[src/verilog/pief_pkg.sv]
// Constants for the peripheral interrupt enable and flag block.
// Assumes one core clock, APB register access, same-clock event pulses.
package pief_pkg;
    localparam int ADDR_W = 8;
    localparam int EVT_W  = 6;

    localparam logic [ADDR_W-1:0] OFF_ENABLE_TWO = 8'h00;
    localparam logic [ADDR_W-1:0] OFF_FLAG_ONE   = 8'h04;
    localparam logic [ADDR_W-1:0] OFF_GLOBAL     = 8'h08;
    localparam logic [ADDR_W-1:0] OFF_ENABLE_ONE = 8'h0C;
    localparam logic [ADDR_W-1:0] OFF_TX_DATA    = 8'h10;
    localparam logic [ADDR_W-1:0] OFF_RX_DATA    = 8'h14;
    localparam logic [ADDR_W-1:0] OFF_EVT_STATUS = 8'h18;
    localparam logic [ADDR_W-1:0] OFF_EVT_CLEAR  = 8'h1C;
    localparam logic [ADDR_W-1:0] OFF_EVT_ENABLE = 8'h20;

    localparam logic [7:0] ENABLE_TWO_MASK = 8'hDF;
    localparam logic [7:0] FLAG_ONE_WMASK  = 8'h33;
    localparam logic [7:0] RST_BYTE        = 8'h00;
    localparam logic [EVT_W-1:0] RST_EVT   = 6'h00;

    localparam int GLOBAL_EN_BIT = 7;
    localparam int PERIPH_EN_BIT = 6;
    localparam int TX_FLAG_BIT   = 7;
    localparam int RX_FLAG_BIT   = 6;
    localparam int COLL_FLAG_BIT = 5;
    localparam int SYNC_FLAG_BIT = 4;
    localparam int TB_FLAG_BIT   = 1;
    localparam int TA_FLAG_BIT   = 0;
    localparam int RSVD_EN_BIT   = 5;

    localparam int EVT_TA   = 0;
    localparam int EVT_TB   = 1;
    localparam int EVT_SYNC = 2;
    localparam int EVT_COLL = 3;
    localparam int EVT_RX   = 4;
    localparam int EVT_TX   = 5;
endpackage

[src/verilog/pief_top.sv]
// Peripheral interrupt enables, first flag register and request logic.
// Assumes an APB master and event sources on CLOCK.
//
// The address map and the APB interface to the registers were left to the implementer.
`timescale 1ns/1ps
module pief_top
    import pief_pkg::*;
(
    input  wire logic              CLOCK,
    input  wire logic              ARST_N,
    input  wire logic              PSEL,
    input  wire logic              PENABLE,
    input  wire logic              PWRITE,
    input  wire logic [ADDR_W-1:0] PADDR,
    input  wire logic [31:0]       PWDATA,
    output logic      [31:0]       PRDATA,
    output logic                   PREADY,
    output logic                   PSLVERR,
    input  wire logic              SER_TX_DONE,
    input  wire logic              SER_RX_LOAD,
    input  wire logic [7:0]        SER_RX_DATA_IN,
    input  wire logic              BUS_COLLISION,
    input  wire logic              SYNC_PORT_EVENT,
    input  wire logic              TIMER_B_MATCH,
    input  wire logic              TIMER_A_ROLL,
    input  wire logic [7:0]        FLAG_TWO,
    output logic [7:0]             SER_TX_DATA,
    output logic                   SER_TX_LOAD,
    output logic                   IRQ_REQ,
    output logic                   IRQ_EVENT
);
    function automatic logic hit(input logic [ADDR_W-1:0] a,
                                 input logic [ADDR_W-1:0] off);
        hit = (a == off);
    endfunction

    logic [7:0]       enable_two_reg;
    logic [7:0]       enable_one_reg;
    logic             global_irq_en_reg;
    logic             periph_master_en_reg;
    logic [7:0]       rx_data_reg;
    logic [7:0]       tx_data_reg;
    logic             tx_load_reg;
    logic [EVT_W-1:0] evt_enable_reg;
    logic [31:0]      prdata_reg;
    logic             pready_reg;
    logic             pslverr_reg;
    logic             irq_req_reg;
    logic             irq_event_reg;

    // Bus qualification
    wire access   = PSEL & PENABLE;
    wire done     = access & pready_reg;
    wire wr_done  = done & PWRITE;
    wire rd_done  = done & ~PWRITE;

    wire sel_en2  = hit(PADDR, OFF_ENABLE_TWO);
    wire sel_flg1 = hit(PADDR, OFF_FLAG_ONE);
    wire sel_glb  = hit(PADDR, OFF_GLOBAL);
    wire sel_en1  = hit(PADDR, OFF_ENABLE_ONE);
    wire sel_tx   = hit(PADDR, OFF_TX_DATA);
    wire sel_rx   = hit(PADDR, OFF_RX_DATA);
    wire sel_est  = hit(PADDR, OFF_EVT_STATUS);
    wire sel_ecl  = hit(PADDR, OFF_EVT_CLEAR);
    wire sel_een  = hit(PADDR, OFF_EVT_ENABLE);
    wire mapped   = sel_en2 | sel_flg1 | sel_glb | sel_en1 | sel_tx
                  | sel_rx | sel_est | sel_ecl | sel_een;

    wire tx_write = wr_done & sel_tx;
    wire rx_read  = rd_done & sel_rx;

    // Event vector and flag bank
    wire [EVT_W-1:0] evt = {SER_TX_DONE, SER_RX_LOAD, BUS_COLLISION,
                            SYNC_PORT_EVENT, TIMER_B_MATCH, TIMER_A_ROLL};
    wire [7:0] flag_set  = {evt[EVT_TX], evt[EVT_RX], evt[EVT_COLL],
                            evt[EVT_SYNC], 2'b00, evt[EVT_TB],
                            evt[EVT_TA]};
    wire [7:0] flag_clr  = {tx_write, rx_read, 6'h00};
    wire [7:0] flag_one;

    pief_sticky #(
        .W     (8),
        .WMASK (FLAG_ONE_WMASK)
    ) u_flag_one (
        .clk      (CLOCK),
        .arst_n   (ARST_N),
        .set_bits (flag_set),
        .clr_bits (flag_clr),
        .wr_en    (wr_done & sel_flg1),
        .wr_val   (PWDATA[7:0]),
        .flags    (flag_one)
    );

    // Event status, write-one-to-clear
    wire [EVT_W-1:0] evt_status;

    pief_sticky #(
        .W     (EVT_W),
        .WMASK (RST_EVT)
    ) u_evt_status (
        .clk      (CLOCK),
        .arst_n   (ARST_N),
        .set_bits (evt),
        .clr_bits (wr_done & sel_ecl ? PWDATA[EVT_W-1:0] : RST_EVT),
        .wr_en    (1'b0),
        .wr_val   (RST_EVT),
        .flags    (evt_status)
    );

    // Request gating
    wire pending    = |((flag_one & enable_one_reg)
                      | (FLAG_TWO & enable_two_reg));
    wire irq_next   = global_irq_en_reg & periph_master_en_reg
                    & pending;
    wire evt_next   = |(evt_status & evt_enable_reg);

    // Read selection
    wire [7:0] glb_rd = {global_irq_en_reg, periph_master_en_reg, 6'h00};
    wire [7:0] rd_byte =
          sel_en2  ? (enable_two_reg & ENABLE_TWO_MASK)
        : sel_flg1 ? flag_one
        : sel_glb  ? glb_rd
        : sel_en1  ? enable_one_reg
        : sel_tx   ? tx_data_reg
        : sel_rx   ? rx_data_reg
        : sel_est  ? {2'b00, evt_status}
        : sel_een  ? {2'b00, evt_enable_reg}
        : RST_BYTE;

    // APB handshake, one wait cycle
    always_ff @(posedge CLOCK or negedge ARST_N)
    begin
        if (!ARST_N)
        begin
            pready_reg  <= 1'b0;
            pslverr_reg <= 1'b0;
            prdata_reg  <= 32'h0000_0000;
        end
        else
        begin
            pready_reg  <= access & ~pready_reg;
            pslverr_reg <= access & ~pready_reg & ~mapped;
            prdata_reg  <= (access & ~pready_reg & ~PWRITE)
                         ? {24'h000000, rd_byte} : 32'h0000_0000;
        end
    end

    // Software registers
    always_ff @(posedge CLOCK or negedge ARST_N)
    begin
        if (!ARST_N)
        begin
            enable_two_reg       <= RST_BYTE;
            enable_one_reg       <= RST_BYTE;
            global_irq_en_reg    <= 1'b0;
            periph_master_en_reg <= 1'b0;
            evt_enable_reg       <= RST_EVT;
        end
        else if (wr_done)
        begin
            if (sel_en2)
                enable_two_reg <= PWDATA[7:0] & ENABLE_TWO_MASK;
            if (sel_en1)
                enable_one_reg <= PWDATA[7:0];
            if (sel_glb)
            begin
                global_irq_en_reg    <= PWDATA[GLOBAL_EN_BIT];
                periph_master_en_reg <= PWDATA[PERIPH_EN_BIT];
            end
            if (sel_een)
                evt_enable_reg <= PWDATA[EVT_W-1:0];
        end
    end

    // Serial data holding registers
    always_ff @(posedge CLOCK or negedge ARST_N)
    begin
        if (!ARST_N)
        begin
            tx_data_reg <= RST_BYTE;
            tx_load_reg <= 1'b0;
            rx_data_reg <= RST_BYTE;
        end
        else
        begin
            tx_load_reg <= tx_write;
            if (tx_write)
                tx_data_reg <= PWDATA[7:0];
            if (SER_RX_LOAD)
                rx_data_reg <= SER_RX_DATA_IN;
        end
    end

    // Interrupt outputs
    always_ff @(posedge CLOCK or negedge ARST_N)
    begin
        if (!ARST_N)
        begin
            irq_req_reg   <= 1'b0;
            irq_event_reg <= 1'b0;
        end
        else
        begin
            irq_req_reg   <= irq_next;
            irq_event_reg <= evt_next;
        end
    end

    assign PRDATA      = prdata_reg;
    assign PREADY      = pready_reg;
    assign PSLVERR     = pslverr_reg;
    assign SER_TX_DATA = tx_data_reg;
    assign SER_TX_LOAD = tx_load_reg;
    assign IRQ_REQ     = irq_req_reg;
    assign IRQ_EVENT   = irq_event_reg;
endmodule

[src/verilog/pief_sticky.sv]
// Sticky flag bank with masked software write and hardware clear.
// Assumes set, clear and write inputs are on the same clock.
`timescale 1ns/1ps
module pief_sticky
    import pief_pkg::*;
#(
    parameter int         W     = 8,
    parameter logic [W-1:0] WMASK = '0
)
(
    input  wire logic         clk,
    input  wire logic         arst_n,
    input  wire logic [W-1:0] set_bits,
    input  wire logic [W-1:0] clr_bits,
    input  wire logic         wr_en,
    input  wire logic [W-1:0] wr_val,
    output logic      [W-1:0] flags
);
    logic [W-1:0] flags_reg;
    logic [W-1:0] written;
    logic [W-1:0] flags_next;

    assign written    = wr_en ? ((wr_val & WMASK) | (flags_reg & ~WMASK))
                              : flags_reg;
    // Set wins over clear and over write
    assign flags_next = set_bits | (written & ~clr_bits);
    assign flags      = flags_reg;

    always_ff @(posedge clk or negedge arst_n)
    begin
        if (!arst_n)
            flags_reg <= '0;
        else
            flags_reg <= flags_next;
    end
endmodule

[config.mk]
export PLATFORM = sky130hd
export DESIGN_NAME = pief_top
export DESIGN_NICKNAME = d
export VERILOG_FILES = /design/src/verilog/pief_pkg.sv /design/src/verilog/pief_top.sv /design/src/verilog/pief_sticky.sv
export SDC_FILE = /design/constraint.sdc
export NUM_CORES = 1
export LEC_CHECK = 0
export BUFFER_PORTS_ARGS = -buffer_cell sky130_fd_sc_hd__buf_2
export CORE_MARGIN = 4
export CORE_UTILIZATION = 25
export DETAILED_ROUTE_END_ITERATION = 10
export GPL_TIMING_DRIVEN = 0
export SYNTH_ARGS = -nofsm -noshare
export SYNTH_HDL_FRONTEND = slang
export SYNTH_HIERARCHICAL = 1
export SYNTH_SLANG_ARGS = --single-unit
[constraint.sdc]
create_clock -name CLOCK -period 3.84 [get_ports CLOCK]
set_clock_uncertainty 0.1 [all_clocks]
set_input_delay 0.768 -clock CLOCK [delete_from_list [all_inputs] [get_ports CLOCK]]
set_output_delay 0.768 -clock CLOCK [all_outputs]
set_load 0.005 [all_outputs]
* Word-level counts from Yosys, hierarchy flattened
Cells that the tools add are included.
** Word-level totals
- Bits in registers :: 66
- Input port bits :: 67
- Output and inout bits :: 45
- Logic and storage cells :: 76
** Operators by class
- Eq/ne operators :: 8
- Mux-type cells :: 11
- Bitwise gates (word level) :: 35
- Reductions and logical operators :: 7
** Operators by type and width (count)
- 8-bit two-way mux :: 8
- 8-bit by 5-bit equality test with 1-bit output (second input constant) :: 4
- 8-bit AND :: 3
- 6-bit two-way mux :: 3
- 8-bit by 4-bit equality test with 1-bit output (second input constant) :: 2
- 8-bit bitwise OR :: 2
- 1-bit AND :: 13
- 6-bit AND :: 2
- 8-bit by 3-bit equality test with 1-bit output (second input constant) :: 1
- 8-bit by 6-bit equality test with 1-bit output (second input constant) :: 1
- 8-bit logical NOT :: 1
- 8-bit NOT :: 1
- 1-bit bitwise OR :: 8
- 6-bit by 8-bit bitwise OR with 8-bit output :: 1
- 2-bit AND reduction :: 4
- 8-bit OR reduction :: 1
- 6-bit NOT :: 1
- 6-bit bitwise OR :: 1
- 6-bit OR reduction :: 1
- 1-bit NOT :: 3

* Depth between registers and ports, before layout
Gate-level depths: netlist (run 1).
- Depth after elaboration :: 11
- Depth in mapped cells :: 7
- Depth with buffers taken out :: 6

* By module
The synthesis (run 1) kept the hierarchy.
** Modules (own cells, without submodules)
- pief_top :: instances 1, cells an instance 274, area each 3004.1 um^2, seq. area each 1301.2 um^2
- pief_sticky (u_flag_one) :: instances 1, cells an instance 25, area each 326.6 um^2, seq. area each 200.2 um^2
- pief_sticky (u_evt_status) :: instances 1, cells an instance 18, area each 217.7 um^2, seq. area each 150.1 um^2

* Worst setup path before layout (run 1)
No wires, ideal clock.
- Kind :: input to register
- Start point :: in PADDR[1]
- End point :: reg u_evt_status.flags_reg[0], in the netlist u_evt_status/flags[0]
- Setup time :: 0.118 ns
- Data arrival time :: 1.960 ns
- Required time :: 3.622 ns
- Setup slack :: 1.662 ns
- Stages on the path :: 7
- Path buffers :: 1
- Cell sequence :: nor4_4 -> buf_6 -> nand2_2 -> nor3_1 -> and2_1 -> inv_1 -> a21o_1
** Between the ends
- Word-level cells in the longest chain between the ends :: 6
** RTL lines
- start, declared :: line pief_top.sv:14 : input wire logic [ADDR_W-1:0] PADDR,
- 8-bit by 5-bit equality test with 1-bit output :: line pief_top.sv:34 : hit = (a == off);
- 1-bit AND :: line pief_top.sv:104 : .clr_bits (wr_done & sel_ecl ? PWDATA[EVT_W-1:0] : RST_EVT),
- 6-bit two-way mux :: line pief_top.sv:104
- 6-bit NOT :: line pief_sticky.sv:26 : assign flags_next = set_bits | (written & ~clr_bits);
- 6-bit AND :: line pief_sticky.sv:26
- 6-bit bitwise OR :: line pief_sticky.sv:26
- named net u_evt_status.flags_next[0] :: line pief_sticky.sv:21 : logic [W-1:0] flags_next;
- end signal, assigned :: line pief_sticky.sv:34 : flags_reg <= flags_next;
- end, declared :: line pief_sticky.sv:19 : logic [W-1:0] flags_reg;
The timed path passes the listed nets, and every way through them passes these cells.
A chain may end at the register's enable or synchronous reset.

* Final worst setup path (run 1)
- Start point :: in PADDR[1]
- End point :: reg u_evt_status.flags_reg[3], in the netlist u_evt_status/flags[3]
Same word-level chain as after synthesis.

==> results of run 1 <==
[layer usage]
| metal | track usage [%] | share of wire [%] | vias to the layer above |
|---|---|---|---|
| li1 | - | - | 1312 |
| met1 | 16.50 | 42 | 1392 |
| met2 | 20.58 | 46 | 118 |
| met3 | 4.222 | 9.2 | 19 |
| met4 | 4.921 | 2.5 | 0 |
| met5 | 0 | 0 | - |
[cell usage in the layout, fill, tap and decap left out, types with 4 or more instances in the layout]
cell type / Yosys / final
dfrtp_1: 66 / 66
buf_2: 6 / 66
mux2_2: 40 / 40
conb_1: 1 / 32
buf_4: 25 / 26
nand2_1: 17 / 17
inv_1: 11 / 11
a21o_1: 11 / 11
nand2b_1: 9 / 9
nor2b_1: 9 / 9
a221oi_1: 9 / 9
clkbuf_16: 0 / 9
clkbuf_1: 7 / 8
o21ai_0: 8 / 8
and2_1: 7 / 7
nor2_1: 7 / 7
mux2i_1: 6 / 6
o22ai_1: 6 / 6
nor3_1: 5 / 5
nor3b_1: 5 / 5
nand4bb_1: 5 / 5
a22oi_1: 5 / 5
a2bb2oi_1: 4 / 4
o221ai_1: 4 / 4
o2111ai_1: 4 / 4
o21bai_1: 4 / 4
[how the worst min path moves through the flow]
stage | endpoint | slack (ns) | depth (start not counted)
final | rx_data_reg[7]$_DFFE_PN0P_ | 0.42 | 1
after global routing | rx_data_reg[7]$_DFFE_PN0P_ | 0.45 | 1
after CTS | PREADY$_DFF_PN0_ | 0.42 | 1
after detailed placement | PREADY$_DFF_PN0_ | 0.41 | 1
after global placement | PREADY$_DFF_PN0_ | 0.40 | 1
after floorplan | IRQ_EVENT$_DFF_PN0_ | 0.37 | 0
[worst reg2reg max path: cells and delay by family, from the launching register on]
family,cells,cell delay [ns]
DFF,1,0.41
buffers and inverters,1,0.04
and+or+nand+nor,4,1.32
AOI/OAI and AO/OA,1,0.18
[power by group through the flow]
| stage | clock (mW) | combinational, mW | sequential [mW] |
|---|---|---|---|
| 4_1_cts | 0.863 | 0.160 | 0.725 |
| 3_5_place_dp | 0 | 0.159 | 0.738 |
| 5_1_grt | 0.888 | 0.177 | 0.727 |
| 3_3_place_gp | 0 | 0.156 | 0.737 |
| 6_report | 0.842 | 0.161 | 0.725 |
| 2_1_floorplan | 0 | 0.0917 | 0.732 |
[through the flow]
step	total power, mW	instance area [µm²]
finish	1.728	4504
global route	1.793	4504
CTS	1.749	4504
detailed placement	0.8971	4198
global placement	0.8930	4195
floorplan	0.8233	3665
[cells by family (layout without fill, tap and decap cells)]
logic type / Yosys count / count (layout) / synth area share (%)
buffers and inverters: 52 / 129 / 8.992
and+or+nand+nor: 84 / 84 / 15.52
AOI/OAI and AO/OA: 68 / 68 / 14.46
DFF: 66 / 66 / 46.54
muxes: 46 / 46 / 14.39
other: 1 / 32 / 0.1057
[final cells by class]
type                            count  area share [%]
Clock inverter                      4           1.111
Sequential cell                    66           36.67
Clock buffer                       12           5.694
Inverter                           11          0.9167
Multi-Input combinational cell    230           37.61
Buffer                             41           6.167
Timing Repair Buffer               61           6.833
Tap cell                          180           5.000
==> results.toml, run 1 <==
[cts]
cts_tree = "yes"
cts_num_sinks = 66
insertion_delay_ns = 0.34
postCtsSetupRepairBufs = 0
cts.reportedPaths.clkPinSlew_ns = 0.06
cts_resized = 0
postCtsHoldBufs = 0
cts-htree-levels = 3
cts-buffers-inserted = 9
cts_root_buf = "clkbuf_16"
cts_buffer_depth = 2

[placed_design]
port_buffers = 61
numPlacedInstances = 589
routabilityCongestion = 0.8426
post-place-ws_ns = 1.015
dp_hpwl_mm = 7.859

[logic_synthesis]
yosysMostFrequentCell = "dfrtp_1"
synth_common_cells = "66 x dfrtp_1, 40 x mux2_2, 25 x buf_4, 17 x nand2_1"
ys.flop_type = "dfrtp_1"
synth_area_leaders = "dfrtp_1 47%, mux2_2 13%, buf_4 5.3%"
async_flop_share_pct = 100.0
syn_inst = 317
ys_types = 51
yosys_warnings = 6
synth.yosys.seq_area_share_pct = 46.54
synth-edff-count = 0
synth_top_area_share_pct = 46.54
netlist_area_um2 = 3548
ys_ff_latch = 66
synth_top_area_cell = "dfrtp_1"
avgSynthCellArea_um2 = 11.19

[global_routing]
grtUsageTotal_pct = 12.97
grt_max_degree = 67
grt_pass1_wl_mm = 15.93
grt-ovfl-total = 0
antenna_found_initial = 0
first_global_vias = 2874

[setup_path]
cp_slowest_cell = "nor3_1"
arrival_ns = 2.59
crit_path_start = "PADDR[1]"
r2r-end = "u_evt_status/flags[3]$_DFF_PN0_"
rrSetupSlack_ns = 1.69
cp_num_cells = 8
critical_path_required_ns = 3.96
critPathBufInv = 3
r2r_cells = 6
cp_top_family = "simple AND/OR/NAND/NOR gates"
critPathCaptureType = "flop"
worstPathCellList = "buf_2, nor4_4, buf_6, nand2_2, nor3_1, and2_1, inv_1, a21o_1"
startpoint_type = "input port"
setup.worst_path.class = "input port to flop"
cpPeakStageDelay_ns = 0.64
cp_max_fo = 10
crit_end = "u_evt_status/flags[3]$_DFF_PN0_"
r2r_start = "PREADY$_DFF_PN0_"

[timing]
fin_crit_ns = 2.468
fin_ws_ns = 1.372
holdWs_ns = 0.4155
tns_ns = 0
max_freq_mhz = 405.2
setup_viol = 0
rsz0062_at_grt = "false"
period_share_pct = 64.27
tightest_slew_ns = 0.8562
final_hold_viol_count = 0
drv_slew = 0
relSlewSlack_pct = 42.92

[drt]
dr.pass1.iters = 5
vias = 2841
drcViolationCount = 0
vias_per_cell = 4.696
ant_nets = 0
drt_iter0_drc = 203
drt-total-wl_mm = 10.24
wl_per_cell_um = 16.93

[power]
p_sw_mw = 0.4102
p_int_mw = 1.318
p_per_area_nw_per_um2 = 383.7
pwr-share-clk_pct = 48.7
peakVddDrop_v = 0.0001872
p_sw_share_pct = 23.74
p_comb_share_pct = 9.3
seqPwrFrac_pct = 42.0
p_leak_nw = 2.044

[floorplan]
die_y_um = 127.1
io_pins = 112
initial_core_util_pct = 25.56
fp.dieW_um = 127.1
core_um2 = 13880
die_area_um2 = 16160
rows = 43

[final_layout]
drive_above_1_share_pct = 37.18
antenna_cells = 0
nets = 487
final_util_pct = 32.45
multi_input_area_um2 = 1694
nFillCells = 1455
stdcell_count = 605
area_growth_syn_to_layout_pct = 26.94
seq_area_um2 = 1652

[outcome]
status = "finished clean"

[min_path]
hold_path.class = "input port to asynchronous set/reset pin"

[run]
cap_violations = 0
No activity file was read; power rests on OpenSTA's default activity.
==> run 2: changes to the inputs <==
==> constraint.sdc (replaced) <==
create_clock -name CLOCK -period 2.22 [get_ports CLOCK]
set_clock_uncertainty 0.1 [all_clocks]
set_input_delay 0.444 -clock CLOCK [delete_from_list [all_inputs] [get_ports CLOCK]]
set_output_delay 0.444 -clock CLOCK [all_outputs]
set_load 0.005 [all_outputs]
==> results.toml, run 2 (synthesis gave the netlist of run 1 again) <==
[timing]
final_hold_viol_count = 0
rsz0062_at_grt = "false"
holdWs_ns = 0.08959
setup_viol = 0
drv_slew = 0
relSlewSlack_pct = 43.03
period_share_pct = 86.38
fin_crit_ns = 1.918
fin_ws_ns = 0.3024
max_freq_mhz = 521.5
tightest_slew_ns = 0.8546

[run]
cap_violations = 0

[drt]
ant_nets = 0
drcViolationCount = 0
vias_per_cell = 4.678
dr.pass1.iters = 4
vias = 2830
drt-total-wl_mm = 10.24
wl_per_cell_um = 16.92
drt_iter0_drc = 183

[final_layout]
nets = 487
finish.instance_area_um2 = 4509
antenna_cells = 0
final_util_pct = 32.49
area_growth_syn_to_layout_pct = 27.08
final_cell_mix = "66 x dfrtp_1, 66 x buf_2, 40 x mux2_2"
drive_above_1_share_pct = 37.41

[setup_path]
arrival_ns = 2.04
critical_path_required_ns = 2.34
critPathCaptureType = "flop"
startpoint_type = "flop"
setup.worst_path.class = "flop to flop"
cp_max_fo = 6

[global_routing]
grt_pass1_wl_mm = 15.93
antenna_found_initial = 0
grtUsageTotal_pct = 12.97
grt_max_degree = 67
grt-ovfl-total = 0
first_global_vias = 2874

[placed_design]
post-place-ws_ns = -0.2815
port_buffers = 61
place_area_um2 = 4198
dp_hpwl_mm = 7.859
routabilityCongestion = 0.8426

[floorplan]
die_area_um2 = 16160
core_um2 = 13880
rows = 43
die_y_um = 127.1
io_pins = 112
initial_core_util_pct = 25.56
fp.dieW_um = 127.1

[cts]
cts_buffer_depth = 2
cts.reportedPaths.clkPinSlew_ns = 0.06
cts_root_buf = "clkbuf_16"
cts-htree-levels = 3
insertion_delay_ns = 0.34
postCtsHoldBufs = 0
cts-buffers-inserted = 9
cts_num_sinks = 66
cts_tree = "yes"

[power]
p_per_area_nw_per_um2 = 662.6
finalPower_mw = 2.988
peakVddDrop_v = 0.0003219
p_leak_nw = 2.044

[min_path]
hold_path.class = "input port to asynchronous set/reset pin"

[outcome]
status = "finished clean"
## run 2: where the power goes
part | leakage (nW) | total, mW | switching [mW] | internal (mW)
sequential | 0.841 | 1.25 | 0.0239 | 1.23
clock | 0.145 | 1.46 | 0.527 | 0.928
combinational | 1.06 | 0.278 | 0.157 | 0.121
## run 2: area by class of cell
type	instances	area [µm²]
flip-flops and latches	66	1652
clock inverters	4	50.05
clock buffers	12	256.5
well taps	180	225.2
inverters	11	41.29
multi-input cells	230	1699
fillers	1452	9371
plain buffers	41	277.8
repair buffers	61	307.8
## run 2: worst max-delay path, stage by stage (launching register included)
cell     delay, ns
dfrtp_1       0.41
and4_1        0.32
nand2_2       0.14
nor3_2        0.43
and2_1        0.19
inv_1         0.04
a21o_1        0.17
## run 2: repair_timing
item	CTS	global route
buffers inserted	0	0
endpoints found under the setup margin	0	6
resized for setup	0	1
## run 2: metrics by stage
step,std cells,TNS (ns)
detailed placement,589,-1.654
global placement,589,-1.503
finish,605,0
global route,605,0
floorplan,348,0
CTS,605,0
## run 2: path summary, 6_finish.rpt
check / start / endpoint / slack, ns / cells after the start
setup / recovery: PREADY$_DFF_PN0_ / u_evt_status/flags[3]$_DFF_PN0_ / 0.30 / 6
hold reg to reg: PREADY$_DFF_PN0_ / PREADY$_DFF_PN0_ / 0.42 / 1
setup reg to reg: PREADY$_DFF_PN0_ / u_evt_status/flags[3]$_DFF_PN0_ / 0.30 / 6
hold / removal: ARST_N / rx_data_reg[7]$_DFFE_PN0P_ / 0.09 / 1
max in group asynchronous: ARST_N / PRDATA[6]$_DFF_PN0_ / 1.33 / 1
min in group CLOCK: TIMER_A_ROLL / u_evt_status/flags[0]$_DFF_PN0_ / 0.20 / 2
## run 2: metal layers
metal / GRT usage (%) / part of all wire (%) / up-vias
met3: 4.222 / 9.5 / 20
met5: 0 / 0 / -
met4: 4.921 / 2.4 / 0
met1: 16.50 / 42 / 1373
met2: 20.58 / 46 / 122
li1: - / - / 1315
==> run 3: changes to the inputs <==
--- a/config.mk
+++ b/config.mk
@@ -5,6 +5,7 @@
 export SDC_FILE = /design/constraint.sdc
 export NUM_CORES = 1
 export LEC_CHECK = 0
+export ABC_AREA = 1
 export BUFFER_PORTS_ARGS = -buffer_cell sky130_fd_sc_hd__buf_2
 export CORE_MARGIN = 4
 export CORE_UTILIZATION = 25
==> results.toml, run 3 <==
[outcome]
status = "finished clean"

[cts]
cts_buffer_depth = 2
cts-htree-levels = 3
postCtsSetupRepairBufs = 0
insertion_delay_ns = 0.33
postCtsHoldBufs = 0
cts_root_buf = "clkbuf_16"
cts.reportedPaths.clkPinSlew_ns = 0.06
cts-buffers-inserted = 9
cts_num_sinks = 66
cts_tree = "yes"
cts_resized = 0

[timing]
fin_crit_ns = 1.867
max_freq_mhz = 535.6
drv_slew = 0
rsz0062_at_grt = "false"
final_hold_viol_count = 0
tns_ns = 0
period_share_pct = 84.10
setup_viol = 0
tightest_slew_ns = 0.8571
relSlewSlack_pct = 42.86

[global_routing]
grt_max_degree = 67
grt-ovfl-total = 0
grtUsageTotal_pct = 12.18
grt_pass1_wl_mm = 15.19
first_global_vias = 2907
antenna_found_initial = 1

[floorplan]
rows = 43
fp.dieW_um = 126.8
die_area_um2 = 16080
core_um2 = 13880
initial_core_util_pct = 25.43
io_pins = 112
die_y_um = 126.8

[power]
finalPower_mw = 2.971
peakVddDrop_v = 0.0004456
p_leak_nw = 2.404
p_per_area_nw_per_um2 = 659.9

[logic_synthesis]
ys_types = 33
ys_ff_latch = 66
synth_common_cells = "126 x nand2_1, 71 x inv_1, 66 x dfrtp_1, 34 x o21ai_0, 32 x nand3_1"
synth-edff-count = 0
yosys_warnings = 6
synth_top_family_by_area = "simple AND/OR/NAND/NOR gates"
synth_area_leaders = "dfrtp_1 47%, nand2_1 13%, inv_1 7.6%"
synthMuxAreaShare_pct = 0.9571
synth_compound_area_share_pct = 10.46
avgSynthCellArea_um2 = 7.896
async_flop_share_pct = 100.0
synth_top_area_share_pct = 46.79
syn_inst = 447
synth_xor_area_share_pct = 0
yosysMostFrequentCell = "nand2_1"
netlist_area_um2 = 3530
synthAdderAreaFrac_pct = 0
synth.yosys.seq_area_share_pct = 46.79
ys.flop_type = "dfrtp_1"
synth_top_area_cell = "dfrtp_1"
synthSimpleGateAreaFrac_pct = 27.54

[setup_path]
worstPathCellList = "nand3_1, nor2_2, inv_1, nor2_1, inv_2, nand2_1, nand3_1, nand2_1"
critPathCaptureType = "flop"
startpoint_type = "flop"
critical_path_required_ns = 2.39
cp_max_fo = 6
cp_slowest_cell = "nor2_1"
arrival_ns = 2.04
cpPeakStageDelay_ns = 0.43
setup.worst_path.class = "flop to flop"

[final_layout]
final_cell_mix = "126 x nand2_1, 71 x inv_1, 66 x dfrtp_1"
drive_above_1_share_pct = 25.36
antenna_cells = 0
area_growth_syn_to_layout_pct = 27.54
final_util_pct = 32.43
final_common_cell = "nand2_1"
nets = 618

[drt]
ant_nets = 0
vias_per_cell = 4.152
vias = 3056
dr.pass1.iters = 5
wl_per_cell_um = 12.78
drt_iter0_drc = 170
drcViolationCount = 0
drt-total-wl_mm = 9.408

[placed_design]
port_buffers = 62
routabilityCongestion = 0.8481
dp_hpwl_mm = 7.208

[run]
cap_violations = 0

[min_path]
hold_path.class = "input port to asynchronous set/reset pin"
run 3: cell count changes in the layout (fill, tap and decap cells not counted), moves of 6 or more:
cell,delta
o21ai_1,+11
mux2_2,-37
a221oi_1,-8
and2_1,-7
a21oi_1,+7
nand3_1,+30
nor2b_1,-9
inv_1,+60
nor2_1,+9
nand2b_1,-9
mux2i_1,-6
a21o_1,-11
o21ai_0,+26
nand2_1,+109
run 3: where the power goes:
part,leakage (nW),switching [mW],internal [mW]
Combinational,1.43,0.130,0.0871
Clock,0.156,0.514,0.993
Sequential,0.817,0.0164,1.23
run 3: stage by stage:
step	worst slack, ns	instance area (µm²)	hold slack (ns)	instances
after floorplan	0.6118	3646	0.04841	478
after global placement	0.09841	4182	0.3779	720
after detailed placement	0.06298	4184	0.3879	720
after CTS	0.3016	4502	0.1620	736
after global routing	0.1462	4502	0.2056	736
final	0.3530	4502	0.1294	736
run 3: worst paths after layout:
check / start / cells past startpoint / endpoint / slack (ns)
max reg2reg: PREADY$_DFF_PN0_ / 8 / u_flag_one/flags[0]$_DFF_PN0_ / 0.35
min in group CLOCK: TIMER_B_MATCH / 3 / u_flag_one/flags[1]$_DFF_PN0_ / 0.21
max in group asynchronous: ARST_N / 1 / enable_two_reg[3]$_DFFE_PN0P_ / 1.34
max: PREADY$_DFF_PN0_ / 8 / u_flag_one/flags[0]$_DFF_PN0_ / 0.35
min: ARST_N / 1 / global_irq_en_reg$_DFFE_PN0P_ / 0.13
min reg2reg: PREADY$_DFF_PN0_ / 1 / PREADY$_DFF_PN0_ / 0.38
run 3: final cells by class:
class / instances / area (µm²)
fillers: 1513 / 9379
plain buffers: 30 / 217.7
clock buffers: 15 / 287.8
multi-input cells: 307 / 1495
inverters: 75 / 281.5
clock inverters: 1 / 30.03
repair buffers: 62 / 312.8
flip-flops and latches: 66 / 1652
well taps: 180 / 225.2
run 3: layer usage:
metal  track usage (%)  part of all wire (%)  vias up
met5                 0                  0.13        -
met4             3.975                   1.3        2
met3             3.874                   5.4       12
met2             18.56                    46       85
met1             16.42                    47     1409
li1                  -                     -     1548
run 3: cells by family after synthesis:
logic type | count (synthesis)
buf+inv | 105
other cells | 1
mux | 3
flops | 66
simple gates | 206
compound gates | 66
run 3: critical path, delay by kind of cell (launching register included):
family        cells  cell delay (ns)
simple gates      6             1.07
buf+inv           2             0.27
flops             1             0.36
